### src/logic/esc_pkg.sv
// constants, types and state layout of the eeprom security and setup block
// assumes one 40 MHz clock and an APB master on the same clock
//
// Behaviour
// - unprogrammed setup maps EEPROM at f800
// - setup upper nibble selects EEPROM base address
// - bootstrap mode reads setup byte as default
// - secured start in expanded/test/bootstrap erases EEPROM, RAM
// - secured part runs normally only in single-chip
// - both mode selects low means bootstrap
`default_nettype none

package esc_pkg;

   // =====================================================================
   // register map: printed offsets are indices, byte address is four times
   localparam logic [13:0] IDX_BLOCK_PROTECT = 14'h1035;
   localparam logic [13:0] IDX_SETUP_BYTE = 14'h103f;
   localparam logic [13:0] IDX_CONTROL = 14'h1040;
   localparam logic [13:0] IDX_STATUS = 14'h1041;
   localparam logic [15:0] ADDR_BLOCK_PROTECT = {IDX_BLOCK_PROTECT, 2'b00};
   localparam logic [15:0] ADDR_SETUP_BYTE = {IDX_SETUP_BYTE, 2'b00};
   localparam logic [15:0] ADDR_CONTROL = {IDX_CONTROL, 2'b00};
   localparam logic [15:0] ADDR_STATUS = {IDX_STATUS, 2'b00};

   // =====================================================================
   // reset values and field positions
   localparam logic [7:0] BLOCK_PROTECT_RESET = 8'h1f;
   localparam logic [7:0] SETUP_ERASED = 8'hff;
   localparam logic [7:0] SETUP_FORCED = 8'hff;
   localparam int SECURITY_DISABLE_BIT = 3;
   localparam logic [11:0] EEPROM_BASE_LOW = 12'h800;
   localparam int CTRL_RESTART_BIT = 0;
   localparam int CTRL_BULK_ERASE_BIT = 1;
   localparam logic [1:0] RESTART_COUNT = 2'h3;

   // =====================================================================
   // operating modes as {mode_select_b, mode_select_a}
   typedef enum logic [1:0] {
      MODE_BOOTSTRAP = 2'b00,
      MODE_TEST = 2'b01,
      MODE_SINGLE = 2'b10,
      MODE_EXPANDED = 2'b11
   } esc_mode_t;

   typedef enum logic [1:0] {
      ST_START = 2'b00,
      ST_CHECK = 2'b01,
      ST_ERASE = 2'b11,
      ST_RUN = 2'b10
   } esc_state_t;

   typedef struct packed {
      logic mode_a_meta;
      logic mode_a_sync;
      logic mode_b_meta;
      logic mode_b_sync;
      logic [1:0] restart_cnt;
      esc_state_t state;
      esc_mode_t mode;
      logic [7:0] block_protect;
      logic [7:0] setup_nv;
      logic [7:0] setup_active;
      logic erase_req;
      logic [31:0] rdata;
      logic err;
   } esc_state_s_t;

endpackage

`default_nettype wire

### src/logic/esc_top.sv
// eeprom protection, setup byte, mode capture and secure-start erase
// assumes APB master on pclk; mode pins asynchronous; erase_done from pclk logic
`default_nettype none

module esc_top
   import esc_pkg::*;
(
   input wire logic pclk,
   input wire logic presetn,
   input wire logic psel,
   input wire logic penable,
   input wire logic pwrite,
   input wire logic [15:0] paddr,
   input wire logic [31:0] pwdata,
   output logic [31:0] prdata,
   output logic pready,
   output logic pslverr,
   input wire logic mode_select_a,
   input wire logic mode_select_b,
   input wire logic erase_done,
   output logic erase_req,
   output logic [15:0] eeprom_base,
   output logic security_on,
   output logic eeprom_program_enable,
   output logic [1:0] op_mode,
   output logic running
);

   esc_state_s_t st_q;
   esc_state_s_t st_d;
   logic setup_phase;
   logic access_phase;
   logic hit;
   logic secured_now;

   assign setup_phase = psel && !penable;
   assign access_phase = psel && penable;
   assign hit = (paddr == ADDR_BLOCK_PROTECT) || (paddr == ADDR_SETUP_BYTE)
      || (paddr == ADDR_CONTROL) || (paddr == ADDR_STATUS);
   assign secured_now = !st_q.setup_active[SECURITY_DISABLE_BIT];

   // =====================================================================
   // next state
   always_comb begin
      st_d = st_q;
      st_d.mode_a_meta = mode_select_a;
      st_d.mode_a_sync = st_q.mode_a_meta;
      st_d.mode_b_meta = mode_select_b;
      st_d.mode_b_sync = st_q.mode_b_meta;

      // read data captured in setup phase
      if (setup_phase) begin
         st_d.err = !hit;
         st_d.rdata = 32'h0000_0000;
         case (paddr)
            ADDR_BLOCK_PROTECT: st_d.rdata[7:0] = st_q.block_protect;
            ADDR_SETUP_BYTE: st_d.rdata[7:0] = (st_q.mode == MODE_BOOTSTRAP) ?
               SETUP_FORCED : st_q.setup_nv;
            ADDR_STATUS: st_d.rdata[5:0] = {st_q.erase_req, secured_now,
               st_q.state, st_q.mode};
            default: st_d.rdata = 32'h0000_0000;
         endcase
      end

      if (access_phase && pwrite) begin
         case (paddr)
            ADDR_BLOCK_PROTECT: st_d.block_protect = pwdata[7:0];
            ADDR_SETUP_BYTE: begin
               if (st_q.block_protect == 8'h00) begin
                  st_d.setup_nv = st_q.setup_nv & pwdata[7:0];
               end
            end
            ADDR_CONTROL: begin
               if (pwdata[CTRL_BULK_ERASE_BIT] && st_q.block_protect == 8'h00) begin
                  st_d.setup_nv = SETUP_ERASED;
               end
               if (pwdata[CTRL_RESTART_BIT] && st_q.state == ST_RUN) begin
                  st_d.state = ST_START;
                  st_d.restart_cnt = RESTART_COUNT;
               end
            end
            default: st_d.err = st_q.err;
         endcase
      end

      case (st_q.state)
         ST_START: begin
            if (st_q.restart_cnt != 2'h0) begin
               st_d.restart_cnt = st_q.restart_cnt - 2'h1;
            end else begin
               // modes and setup taken at restart
               st_d.mode = esc_mode_t'({st_q.mode_b_sync, st_q.mode_a_sync});
               st_d.setup_active = st_q.setup_nv;
               st_d.state = ST_CHECK;
            end
         end
         ST_CHECK: begin
            if (secured_now && st_q.mode != MODE_SINGLE) begin
               st_d.state = ST_ERASE;
               st_d.erase_req = 1'b1;
            end else begin
               st_d.state = ST_RUN;
            end
         end
         ST_ERASE: begin
            if (erase_done) begin
               st_d.erase_req = 1'b0;
               st_d.state = ST_RUN;
            end
         end
         ST_RUN: st_d.erase_req = 1'b0;
         default: st_d.state = ST_START;
      endcase
   end

   always_ff @(posedge pclk or negedge presetn) begin
      if (!presetn) begin
         st_q <= '{mode_a_meta: 1'b0, mode_a_sync: 1'b0, mode_b_meta: 1'b0,
            mode_b_sync: 1'b0, restart_cnt: RESTART_COUNT, state: ST_START,
            mode: MODE_SINGLE, block_protect: BLOCK_PROTECT_RESET,
            setup_nv: SETUP_ERASED, setup_active: SETUP_ERASED, erase_req: 1'b0,
            rdata: 32'h0000_0000, err: 1'b0};
      end else begin
         st_q <= st_d;
      end
   end

   // =====================================================================
   // outputs
   assign prdata = st_q.rdata;
   assign pready = 1'b1;
   assign pslverr = access_phase && st_q.err;
   assign erase_req = st_q.erase_req;
   assign eeprom_base = {st_q.setup_active[7:4], EEPROM_BASE_LOW};
   assign security_on = secured_now;
   assign eeprom_program_enable = (st_q.block_protect == 8'h00);
   assign op_mode = st_q.mode;
   assign running = (st_q.state == ST_RUN);
endmodule // esc_top

`default_nettype wire

### config.mk
export PLATFORM = sky130hd
export DESIGN_NAME = esc_top
export DESIGN_NICKNAME = d
export VERILOG_FILES = /design/src/logic/esc_pkg.sv /design/src/logic/esc_top.sv
export SDC_FILE = /design/constraint.sdc
export NUM_CORES = 1
export LEC_CHECK = 0
export ABC_AREA = 1
export BUFFER_PORTS_ARGS = -buffer_cell sky130_fd_sc_hd__buf_4
export CAP_MARGIN = 0
export CORE_UTILIZATION = 48
export CTS_CLUSTER_SIZE = 8
export DETAILED_ROUTE_END_ITERATION = 8
export GPL_ROUTABILITY_DRIVEN = 0
export PLACE_DENSITY = 0.8
export SLEW_MARGIN = 5
export SYNTH_ARGS = -nofsm -noshare
export SYNTH_HDL_FRONTEND = slang
export SYNTH_SLANG_ARGS = --single-unit
export TNS_END_PERCENT = 30
### constraint.sdc
create_clock -name pclk -period 1.4 [get_ports pclk]
set_input_delay 0.07 -clock pclk [delete_from_list [all_inputs] [get_ports pclk]]
set_output_delay 0.07 -clock pclk [all_outputs]
set_load 0.05 [all_outputs]
==> flow_metrics.py, run 1 <==
metrics = {
    "die": {
        "io_pins": 112,
        "die_w_um": 76.4,
        "die_y_um": 76.4,
        "initial_core_util": 0.510,
        "die_area_sq_um": 5840,
        "core_area_sq_um": 5200,
        "num_rows": 26,
    },
    "detailed_routing": {
        "drtIter0Drc": 154,
        "vias": 2160,
        "drt_first_pass_iters": 4,
        "routed_wl_mm": 5.34,
        "detail-route-antenna-nets": 0,
        "wl_per_cell_um": 11.4,
        "via_per_inst": 4.61,
        "drc": 0,
    },
    "clock_network": {
        "cts_tree": "done",
        "numClockSinks": 41,
        "root_buffer": "clkbuf_8",
        "cts_buffers": 5,
        "clk_latency_ps": 300,
        "path_clk_slew_ps": 80,
        "ctsLongestPathBuffers": 2,
        "cts_max_level": 2,
    },
    "synthesis": {
        "synth_seq_cells": 41,
        "yosysTopAreaCellShare": 0.208,
        "seq_area_frac_synth": 0.396,
        "async_flop_share": 1.00,
        "synthesis.area_sq_um": 2660,
        "syn-instance-count": 348,
        "synth_area_per_cell_sq_um": 7.63,
        "synthFlopType": "dfstp_2",
        "ys_top_cells_by_count": "nand2_1 (87), buf_4 (52), inv_1 (48)",
        "synth_area_leaders": "dfstp_2 (21%), dfrtp_1 (19%), buf_4 (15%)",
        "yosysTopAreaCell": "dfstp_2",
        "yosysMostFrequentCell": "nand2_1",
        "synth.distinct_cells": 32,
        "synth_edf_count": 0,
        "ys_warn_count": 0,
    },
    "critical_path": {
        "crit_type": "reg -> out",
        "end_kind": "output port",
        "worst_ep_required_time_ps": 1330,
        "reg2regPathDepth": 10,
        "worstPathMaxFanout": 3,
        "crit_arrival_ps": 1280,
        "critPathLaunchType": "flip-flop",
    },
    "layout": {
        "diodes": 0,
        "final_cell_count_no_fill": 469,
        "drive_gt1_frac": 0.306,
        "fin_nets": 454,
        "areaGrowthSynthToFinish_pct": 15.6,
    },
    "power_and_ir_drop": {
        "p_per_area_nw_per_um2": 790,
        "p_sw_mw": 0.744,
        "p_comb_frac": 0.170,
        "power_mw": 2.43,
        "p_leak_nw": 1.58,
        "p_sw_frac": 0.307,
        "vdd_ir_drop_max_mv": 0.565,
        "seqPwrFrac": 0.494,
        "p_int_mw": 1.68,
        "power_frac_clock": 0.337,
    },
    "timing": {
        "setup_violations": 0,
        "rsz0062_at_grt": "true",
        "hold_slack_ps": 15.2,
        "hold_violations": 0,
        "skew_ps": 4.16,
        "fmax_ghz": 0.742,
        "relSlewSlack": 0.666,
        "worst_slew_pin_slew_ps": 501,
        "min_period_over_period": 0.963,
        "min_period_ps": 1350,
        "setup_ws_ps": 52.0,
        "report.final.slew_viol_count": 0,
        "fin_tns_setup_ps": 0,
    },
    "status": {
        "status": "finished, final reports clean",
    },
    "worst_hold_path": {
        "hold_path_class": "in -> reg",
        "hold_depth": 3,
    },
    "run": {
        "maxCapViolCount": 0,
    },
    "placement": {
        "dp_hpwl_mm": 4.11,
        "pre_cts_slack_ps": 81.0,
        "dp.cells": 455,
        "port_buffers": 50,
    },
    "global_routing": {
        "grtUsageTotal": 0.198,
        "antenna_found_initial": 0,
        "grt_max_degree": 42,
        "grt_pass1_vias": 2067,
        "grt_first_pass_wirelength_mm": 9.25,
        "grt_overflow": 0,
    },
}
[sequential cells by signal (all words and copies together) (netlist names)]
name,cells
eeprom_base,4
erase_req,1
op_mode,2
prdata,8
st_d,2
st_q,24
[routing by layer]
layer	GRT usage	routed length, um	vias to the layer above	part of all wire
met5	0	0	-	0
met4	0.0769	65	0	0.012
met3	0.0455	251	7	0.047
met2	0.345	2740	57	0.51
met1	0.236	2280	1009	0.43
li1	-	-	1087	-
[path summary, 6_finish.rpt]
check | startpoint | end | slack, ps
worst max-delay path | st_q[50] | eeprom_program_enable | 50
worst min-delay path | pwdata[4] | st_q[54] | 20
worst max register to register | st_q[50] | st_q[45] | 90
worst min register to register | st_d[66] | st_q[66] | 350
max in group asynchronous | presetn | st_q[51] | 750
min in group asynchronous | presetn | st_q[66] | 280
[kinds of logic (layout without fill, tap and decap cells)]
| family | count (synthesis) | after routing | share of synthesized area |
|---|---|---|---|
| AOI/OAI and AO/OA | 33 | 33 | 0.0782 |
| buffers and inverters | 105 | 121 | 0.228 |
| DFF | 41 | 41 | 0.396 |
| muxes | 1 | 1 | 0.00424 |
| other | 2 | 37 | 0.00283 |
| and+or+nand+nor | 166 | 166 | 0.291 |
[placed cells by master, fill, tap and decap left out]
cell and count:
nor4_1 1, buf_4 60, a22oi_1 1, nor3_1 2
nand3_1 35, o21ai_1 1, nand2_4 1, and3_1 1
inv_4 1, inv_2 1, dfstp_2 21, a21oi_1 3
o2111ai_1 1, nor2_4 5, nand2_1 85, nor2_2 4
clkinv_2 1, dfrtp_1 20, mux2_2 1, o21bai_1 1
nor2_1 21, a21o_1 1, clkinv_4 1, o21ai_0 16
or2_4 1, nand3_4 1, conb_1 37, nand2_2 5
buf_8 1, inv_1 47, clkbuf_8 6, nand2_8 1
nand3_2 3, o22ai_1 1, dlygate4sd3_1 3, o21ai_2 8
[cell type report]
type	instances	area (sq um)
flip-flops and latches	41	1050
fillers	475	2130
inverters	49	186
repair buffers	64	495
multi-input cells	237	1150
clock buffers	6	82.6
clock inverters	2	13.8
well taps	70	87.6
[repair_timing]
action | CTS | global route
gates resized for setup | 0 | 10
setup buffers | 0 | 3
endpoints found under the hold margin | 22 | 0
hold buffers | 3 | 0
setup endpoints to repair | 0 | 11
[metrics by stage]
step / utilization / cell area (sq um)
floorplan: - / 2790
global placement: 0.555 / 2890
global route: 0.590 / 3070
CTS: 0.579 / 3020
finish: 0.590 / 3070
detailed placement: 0.555 / 2890
[worst max-delay path, stage by stage (launching register included)]
cell	delay [ps]
dfstp_2	560
nor2_1	50
nand2_1	70
inv_1	50
nand2_2	70
inv_2	40
buf_8	140
[power by group through the flow]
stage	combinational (mW)	clock [mW]	sequential, mW
floorplan	0.370	0	1.22
global placement	0.398	0	1.22
detailed placement	0.403	0	1.22
CTS	0.410	0.836	1.20
global route	0.440	0.895	1.20
finish	0.412	0.817	1.20
Power figures use the tool's default switching activity.
==> inputs of run 2 (changes only) <==
--- a/config.mk
+++ b/config.mk
@@ -6,7 +6,7 @@
 export NUM_CORES = 1
 export LEC_CHECK = 0
 export ABC_AREA = 1
-export BUFFER_PORTS_ARGS = -buffer_cell sky130_fd_sc_hd__buf_4
+export BUFFER_PORTS_ARGS = -buffer_cell sky130_fd_sc_hd__clkbuf_2
 export CAP_MARGIN = 0
 export CORE_UTILIZATION = 48
 export CTS_CLUSTER_SIZE = 8
==> run 2 against run 1 <==
- setup slack worse by 36 ps
- final cell count up 1.1%
- clock skew up 4.5 ps
==> flow_metrics.py, run 2 (synthesis results as in run 1) <==
metrics = {
    "status": {
        "status": "finished, final reports clean",
    },
    "power_and_ir_drop": {
        "vdd_ir_drop_max_mv": 0.779,
        "p_per_area_nw_per_um2": 817,
        "p_leak_nw": 1.57,
        "power_mw": 2.47,
    },
    "layout": {
        "top_register": "st_q",
        "nFillCells": 488,
        "finalInstanceArea_sq_um": 3020,
        "areaGrowthSynthToFinish_pct": 13.6,
        "fin_nets": 459,
        "drive_gt1_frac": 0.304,
        "layout_common_cells": "nand2_1 (85), clkbuf_2 (49), inv_1 (47)",
        "largest_reg_flops": 24,
        "final_cell_count_no_fill": 474,
        "diodes": 0,
        "final_core_util": 0.580,
        "final_common_cell": "nand2_1",
    },
    "placement": {
        "port_buffers": 50,
        "pre_cts_slack_ps": 94.5,
        "place_area_sq_um": 2780,
        "dp_hpwl_mm": 4.05,
        "dp.cells": 456,
    },
    "global_routing": {
        "grt_first_pass_wirelength_mm": 8.99,
        "antenna_found_initial": 0,
        "grt_max_degree": 24,
        "grt_overflow": 0,
        "grt_pass1_vias": 2060,
        "grtUsageTotal": 0.191,
    },
    "die": {
        "die_area_sq_um": 5840,
        "num_rows": 26,
        "die_w_um": 76.4,
        "die_y_um": 76.4,
        "core_area_sq_um": 5200,
        "io_pins": 112,
        "initial_core_util": 0.510,
    },
    "critical_path": {
        "reg2regPathDepth": 8,
        "worst_ep_required_time_ps": 1330,
        "crit_type": "reg -> out",
        "critPathLaunchType": "flip-flop",
        "crit-reg2reg-capture": "st_q[46]",
        "worstPathMaxFanout": 3,
        "crit_arrival_ps": 1310,
        "rrSetupSlack_ps": 50,
        "timing.rr.start": "st_q[56]",
        "end_kind": "output port",
    },
    "clock_network": {
        "clk_latency_ps": 300,
        "path_clk_slew_ps": 80,
        "cts_buffers": 5,
        "cts_tree": "done",
        "cts_max_level": 2,
        "root_buffer": "clkbuf_8",
        "numClockSinks": 41,
        "ctsLongestPathBuffers": 2,
    },
    "worst_hold_path": {
        "hold_end": "st_q[51]",
        "hold_path_class": "in -> reg",
        "hold_depth": 3,
        "hp-start": "pwdata[1]",
    },
    "timing": {
        "report.final.slew_viol_count": 0,
        "min_period_over_period": 0.989,
        "rsz0062_at_grt": "true",
        "hold_violations": 0,
        "fin_tns_setup_ps": 0,
        "fmax_ghz": 0.722,
        "min_period_ps": 1380,
        "skew_ps": 8.66,
        "setup_ws_ps": 15.9,
        "setup_violations": 0,
        "hold_slack_ps": 9.02,
    },
    "detailed_routing": {
        "vias": 2203,
        "drt_first_pass_iters": 4,
        "detail-route-antenna-nets": 0,
        "drc": 0,
        "via_per_inst": 4.65,
        "drtIter0Drc": 129,
        "wl_per_cell_um": 11.4,
        "routed_wl_mm": 5.41,
    },
    "run": {
        "maxCapViolCount": 0,
    },
}
[run 2: power by group]
part           switching (mW)  internal [mW]  leakage (nW)  total (mW)
logic                   0.327         0.0731          1.04       0.400
clock network           0.404          0.463        0.0536       0.867
registers             0.00239           1.20         0.479        1.20
total                   0.733           1.73          1.57        2.47
[run 2: worst max path at each step]
stage | end | start | depth (start not counted)
after floorplan | prdata[1] | op_mode[1] | 7
after global placement | st_q[44] | st_q[54] | 10
after detailed placement | st_q[46] | st_q[52] | 10
after CTS | eeprom_program_enable | st_q[52] | 6
after global routing | st_q[47] | st_q[56] | 8
final | eeprom_program_enable | st_q[50] | 6
[run 2: layout make-up]
type	count	area [sq um]	area share
clock buffer	7	97.6	0.0324
inverter	49	186	0.0618
timing repair buffer	69	430	0.143
clock inverter	1	8.76	0.00290
tap	70	87.6	0.0290
multi-input combinational	237	1150	0.382
sequential	41	1050	0.349
[run 2: repair_timing]
item	4_1_cts	5_1_grt
setup endpoints to repair	1	9
hold buffers	6	0
pin swaps	0	5
buffers inserted	0	4
resized for setup	2	9
hold endpoints to repair	8	0
gates cloned	0	0
[run 2: per-layer routing]
| metal | up-vias | GRT usage | wire (um) |
|---|---|---|---|
| met5 | - | 0 | 0 |
| met4 | 0 | 0.0673 | 95 |
| met3 | 12 | 0.0359 | 216 |
| met2 | 69 | 0.329 | 2790 |
| met1 | 1019 | 0.240 | 2300 |
| li1 | 1103 | - | - |
[run 2: worst max-delay path, stage by stage (launching register included)]
cell     delay (ps)
dfstp_2         560
nor2_1           40
nand2_1         100
inv_1            60
nand2_2          70
inv_2            40
buf_8           140
==> inputs of run 3 (changes only) <==
--- a/config.mk
+++ b/config.mk
@@ -8,11 +8,12 @@
 export ABC_AREA = 1
 export BUFFER_PORTS_ARGS = -buffer_cell sky130_fd_sc_hd__clkbuf_2
 export CAP_MARGIN = 0
-export CORE_UTILIZATION = 48
+export CORE_UTILIZATION = 44
 export CTS_CLUSTER_SIZE = 8
 export DETAILED_ROUTE_END_ITERATION = 8
 export GPL_ROUTABILITY_DRIVEN = 0
-export PLACE_DENSITY = 0.8
+export PLACE_DENSITY = 0.77
+export REMOVE_ABC_BUFFERS = 1
 export SLEW_MARGIN = 5
 export SYNTH_ARGS = -nofsm -noshare
 export SYNTH_HDL_FRONTEND = slang
==> constraint.sdc (replaced) <==
create_clock -name pclk -period 1.2 [get_ports pclk]
set_input_delay 0.06 -clock pclk [delete_from_list [all_inputs] [get_ports pclk]]
set_output_delay 0.06 -clock pclk [all_outputs]
set_load 0.05 [all_outputs]
==> run 3 against run 2 <==
- the run now ends with setup timing left
- clock power is 30% higher
- sequential power is 17% higher
- total power is 22% higher
- clock-buffer cell count stayed put
- setup slack worse by 270 ps
- non-clock buffer count is 19 higher
- register-to-register slack worse by 250 ps
- hold slack better by 1.7 ps
- clock skew is 1.6 ps lower
- critical endpoint unchanged
- highest routed layer unchanged
==> flow_metrics.py, run 3 (synthesis results as in run 1) <==
metrics = {
    "critical_path": {
        "critPathLaunchType": "flip-flop",
        "worst_ep_required_time_ps": 1140,
        "worstPathMaxFanout": 2,
        "path_cells": "nor2_1 -> nand2_1 -> inv_1 -> nand2_2 -> buf_6 -> inv_4 -> clkbuf_16",
        "rrSetupSlack_ps": -200,
        "end_kind": "output port",
        "cp_slowest_cell": "dfstp_2",
        "crit_arrival_ps": 1400,
        "max_stage_delay_ps": 540,
        "crit_type": "reg -> out",
    },
    "placement": {
        "pre_cts_slack_ps": -133,
        "port_buffers": 50,
        "dp_hpwl_mm": 4.31,
    },
    "timing": {
        "setup_ws_ps": -256,
        "hold_violations": 0,
        "min_period_ps": 1460,
        "min_period_over_period": 1.21,
        "fmax_ghz": 0.687,
        "hold_slack_ps": 10.7,
        "skew_ps": 7.09,
        "rsz0062_at_grt": "true",
        "report.final.slew_viol_count": 0,
        "setup_violations": 10,
    },
    "global_routing": {
        "grt_max_degree": 42,
        "grt_overflow": 0,
        "grt_first_pass_wirelength_mm": 9.32,
        "antenna_found_initial": 0,
        "grtUsageTotal": 0.193,
        "grt_pass1_vias": 2100,
    },
    "detailed_routing": {
        "drc": 0,
        "via_per_inst": 4.69,
        "wl_per_cell_um": 11.7,
        "detail-route-antenna-nets": 0,
        "vias": 2326,
        "drtIter0Drc": 102,
        "routed_wl_mm": 5.82,
        "drt_first_pass_iters": 4,
    },
    "status": {
        "violations": "setup timing",
        "status": "finished with violations",
    },
    "layout": {
        "layout_common_cells": "nand2_1 (82), clkbuf_2 (46), inv_1 (45)",
        "drive_gt1_frac": 0.363,
        "top_register": "st_q",
        "nFillCells": 531,
        "fin_nets": 479,
        "diodes": 0,
        "final_common_cell": "nand2_1",
        "areaGrowthSynthToFinish_pct": 23.2,
        "largest_reg_flops": 24,
    },
    "die": {
        "die_y_um": 79.7,
        "initial_core_util": 0.468,
        "io_pins": 112,
        "die_area_sq_um": 6350,
        "die_w_um": 79.7,
        "core_area_sq_um": 5680,
        "num_rows": 27,
    },
    "power_and_ir_drop": {
        "vdd_ir_drop_max_mv": 0.570,
        "p_per_area_nw_per_um2": 920,
        "p_leak_nw": 1.70,
    },
    "worst_hold_path": {
        "hold_path_class": "in -> reg",
    },
    "clock_network": {
        "cts_max_level": 2,
        "ctsLongestPathBuffers": 2,
        "path_clk_slew_ps": 80,
        "clk_latency_ps": 290,
        "numClockSinks": 41,
        "cts_tree": "done",
        "root_buffer": "clkbuf_8",
        "cts_buffers": 5,
    },
    "run": {
        "maxCapViolCount": 0,
    },
}
==> run 3: changes by cell type in the layout (fill, tap and decap cells not counted), sizes merged <==
cell    previous run  this run
clkbuf            56        54
nand2             92        93
buf               14        35
clkinv             1         0
bufinv             0         1
==> run 3: critical path, delay by kind of cell, from the launching register on <==
| kind | cells | cell delay, ps |
|---|---|---|
| simple gates | 3 | 220 |
| buf+inv | 4 | 350 |
| flops | 1 | 540 |
==> run 3: report_power, final <==
group / internal, mW / switching (mW)
Sequential: 1.40 / 0.00242
Clock: 0.678 / 0.456
Combinational: 0.0933 / 0.386
Total: 2.17 / 0.845
==> run 3: path summary, 6_finish.rpt <==
| check | cells after the start | end | start |
|---|---|---|---|
| setup / recovery | 7 | eeprom_program_enable | st_q[50] |
| hold / removal | 3 | st_q[55] | pwdata[5] |
| setup reg to reg | 9 | st_q[42] | st_q[56] |
| hold reg to reg | 0 | st_q[64] | st_d[64] |
| max in group asynchronous | 3 | st_q[52] | presetn |
| min in group asynchronous | 3 | prdata[3] | presetn |
==> run 3: cell type report <==
| type | count | area, sq um | area share |
|---|---|---|---|
| multi-input cells | 238 | 1210 | 0.371 |
| flip-flops and latches | 41 | 1050 | 0.321 |
| repair buffers | 88 | 607 | 0.185 |
| inverters | 49 | 194 | 0.0593 |
| well taps | 72 | 90.1 | 0.0275 |
| clock buffers | 7 | 86.3 | 0.0264 |
| clock inverters | 1 | 30.0 | 0.00917 |
==> run 3: timing repair <==
item | 4_1_cts | 5_1_grt
hold buffers | 6 | 0
pin swaps | 6 | 8
gates cloned | 1 | 0
buffers inserted | 6 | 0
endpoints found under the hold margin | 46 | 0
resized for setup | 20 | 23
setup endpoints to repair | 19 | 27
==> run 3: through the flow <==
| step | cell area (sq um) | TNS (ps) | utilization | cells | total power, mW |
|---|---|---|---|---|---|
| 2_1_floorplan | 2370 | -1230 | - | 327 | 1.75 |
| 3_3_place_gp | 2910 | -564 | 0.513 | 475 | 1.87 |
| 3_5_place_dp | 2910 | -1020 | 0.513 | 475 | 1.88 |
| 4_1_cts | 3220 | -1380 | 0.567 | 496 | 3.04 |
| 5_1_grt | 3270 | -2760 | 0.577 | 496 | 3.13 |
| 6_report | 3270 | -1810 | 0.577 | 496 | 3.01 |
==> run 3: metal layers <==
| metal | vias to the layer above | routed length (um) | GRT usage |
|---|---|---|---|
| li1 | 1155 | - | - |
| met4 | 0 | 63 | 0.0509 |
| met1 | 1080 | 2520 | 0.242 |
| met2 | 85 | 2930 | 0.330 |
| met5 | - | 0 | 0 |
| met3 | 6 | 309 | 0.0480 |
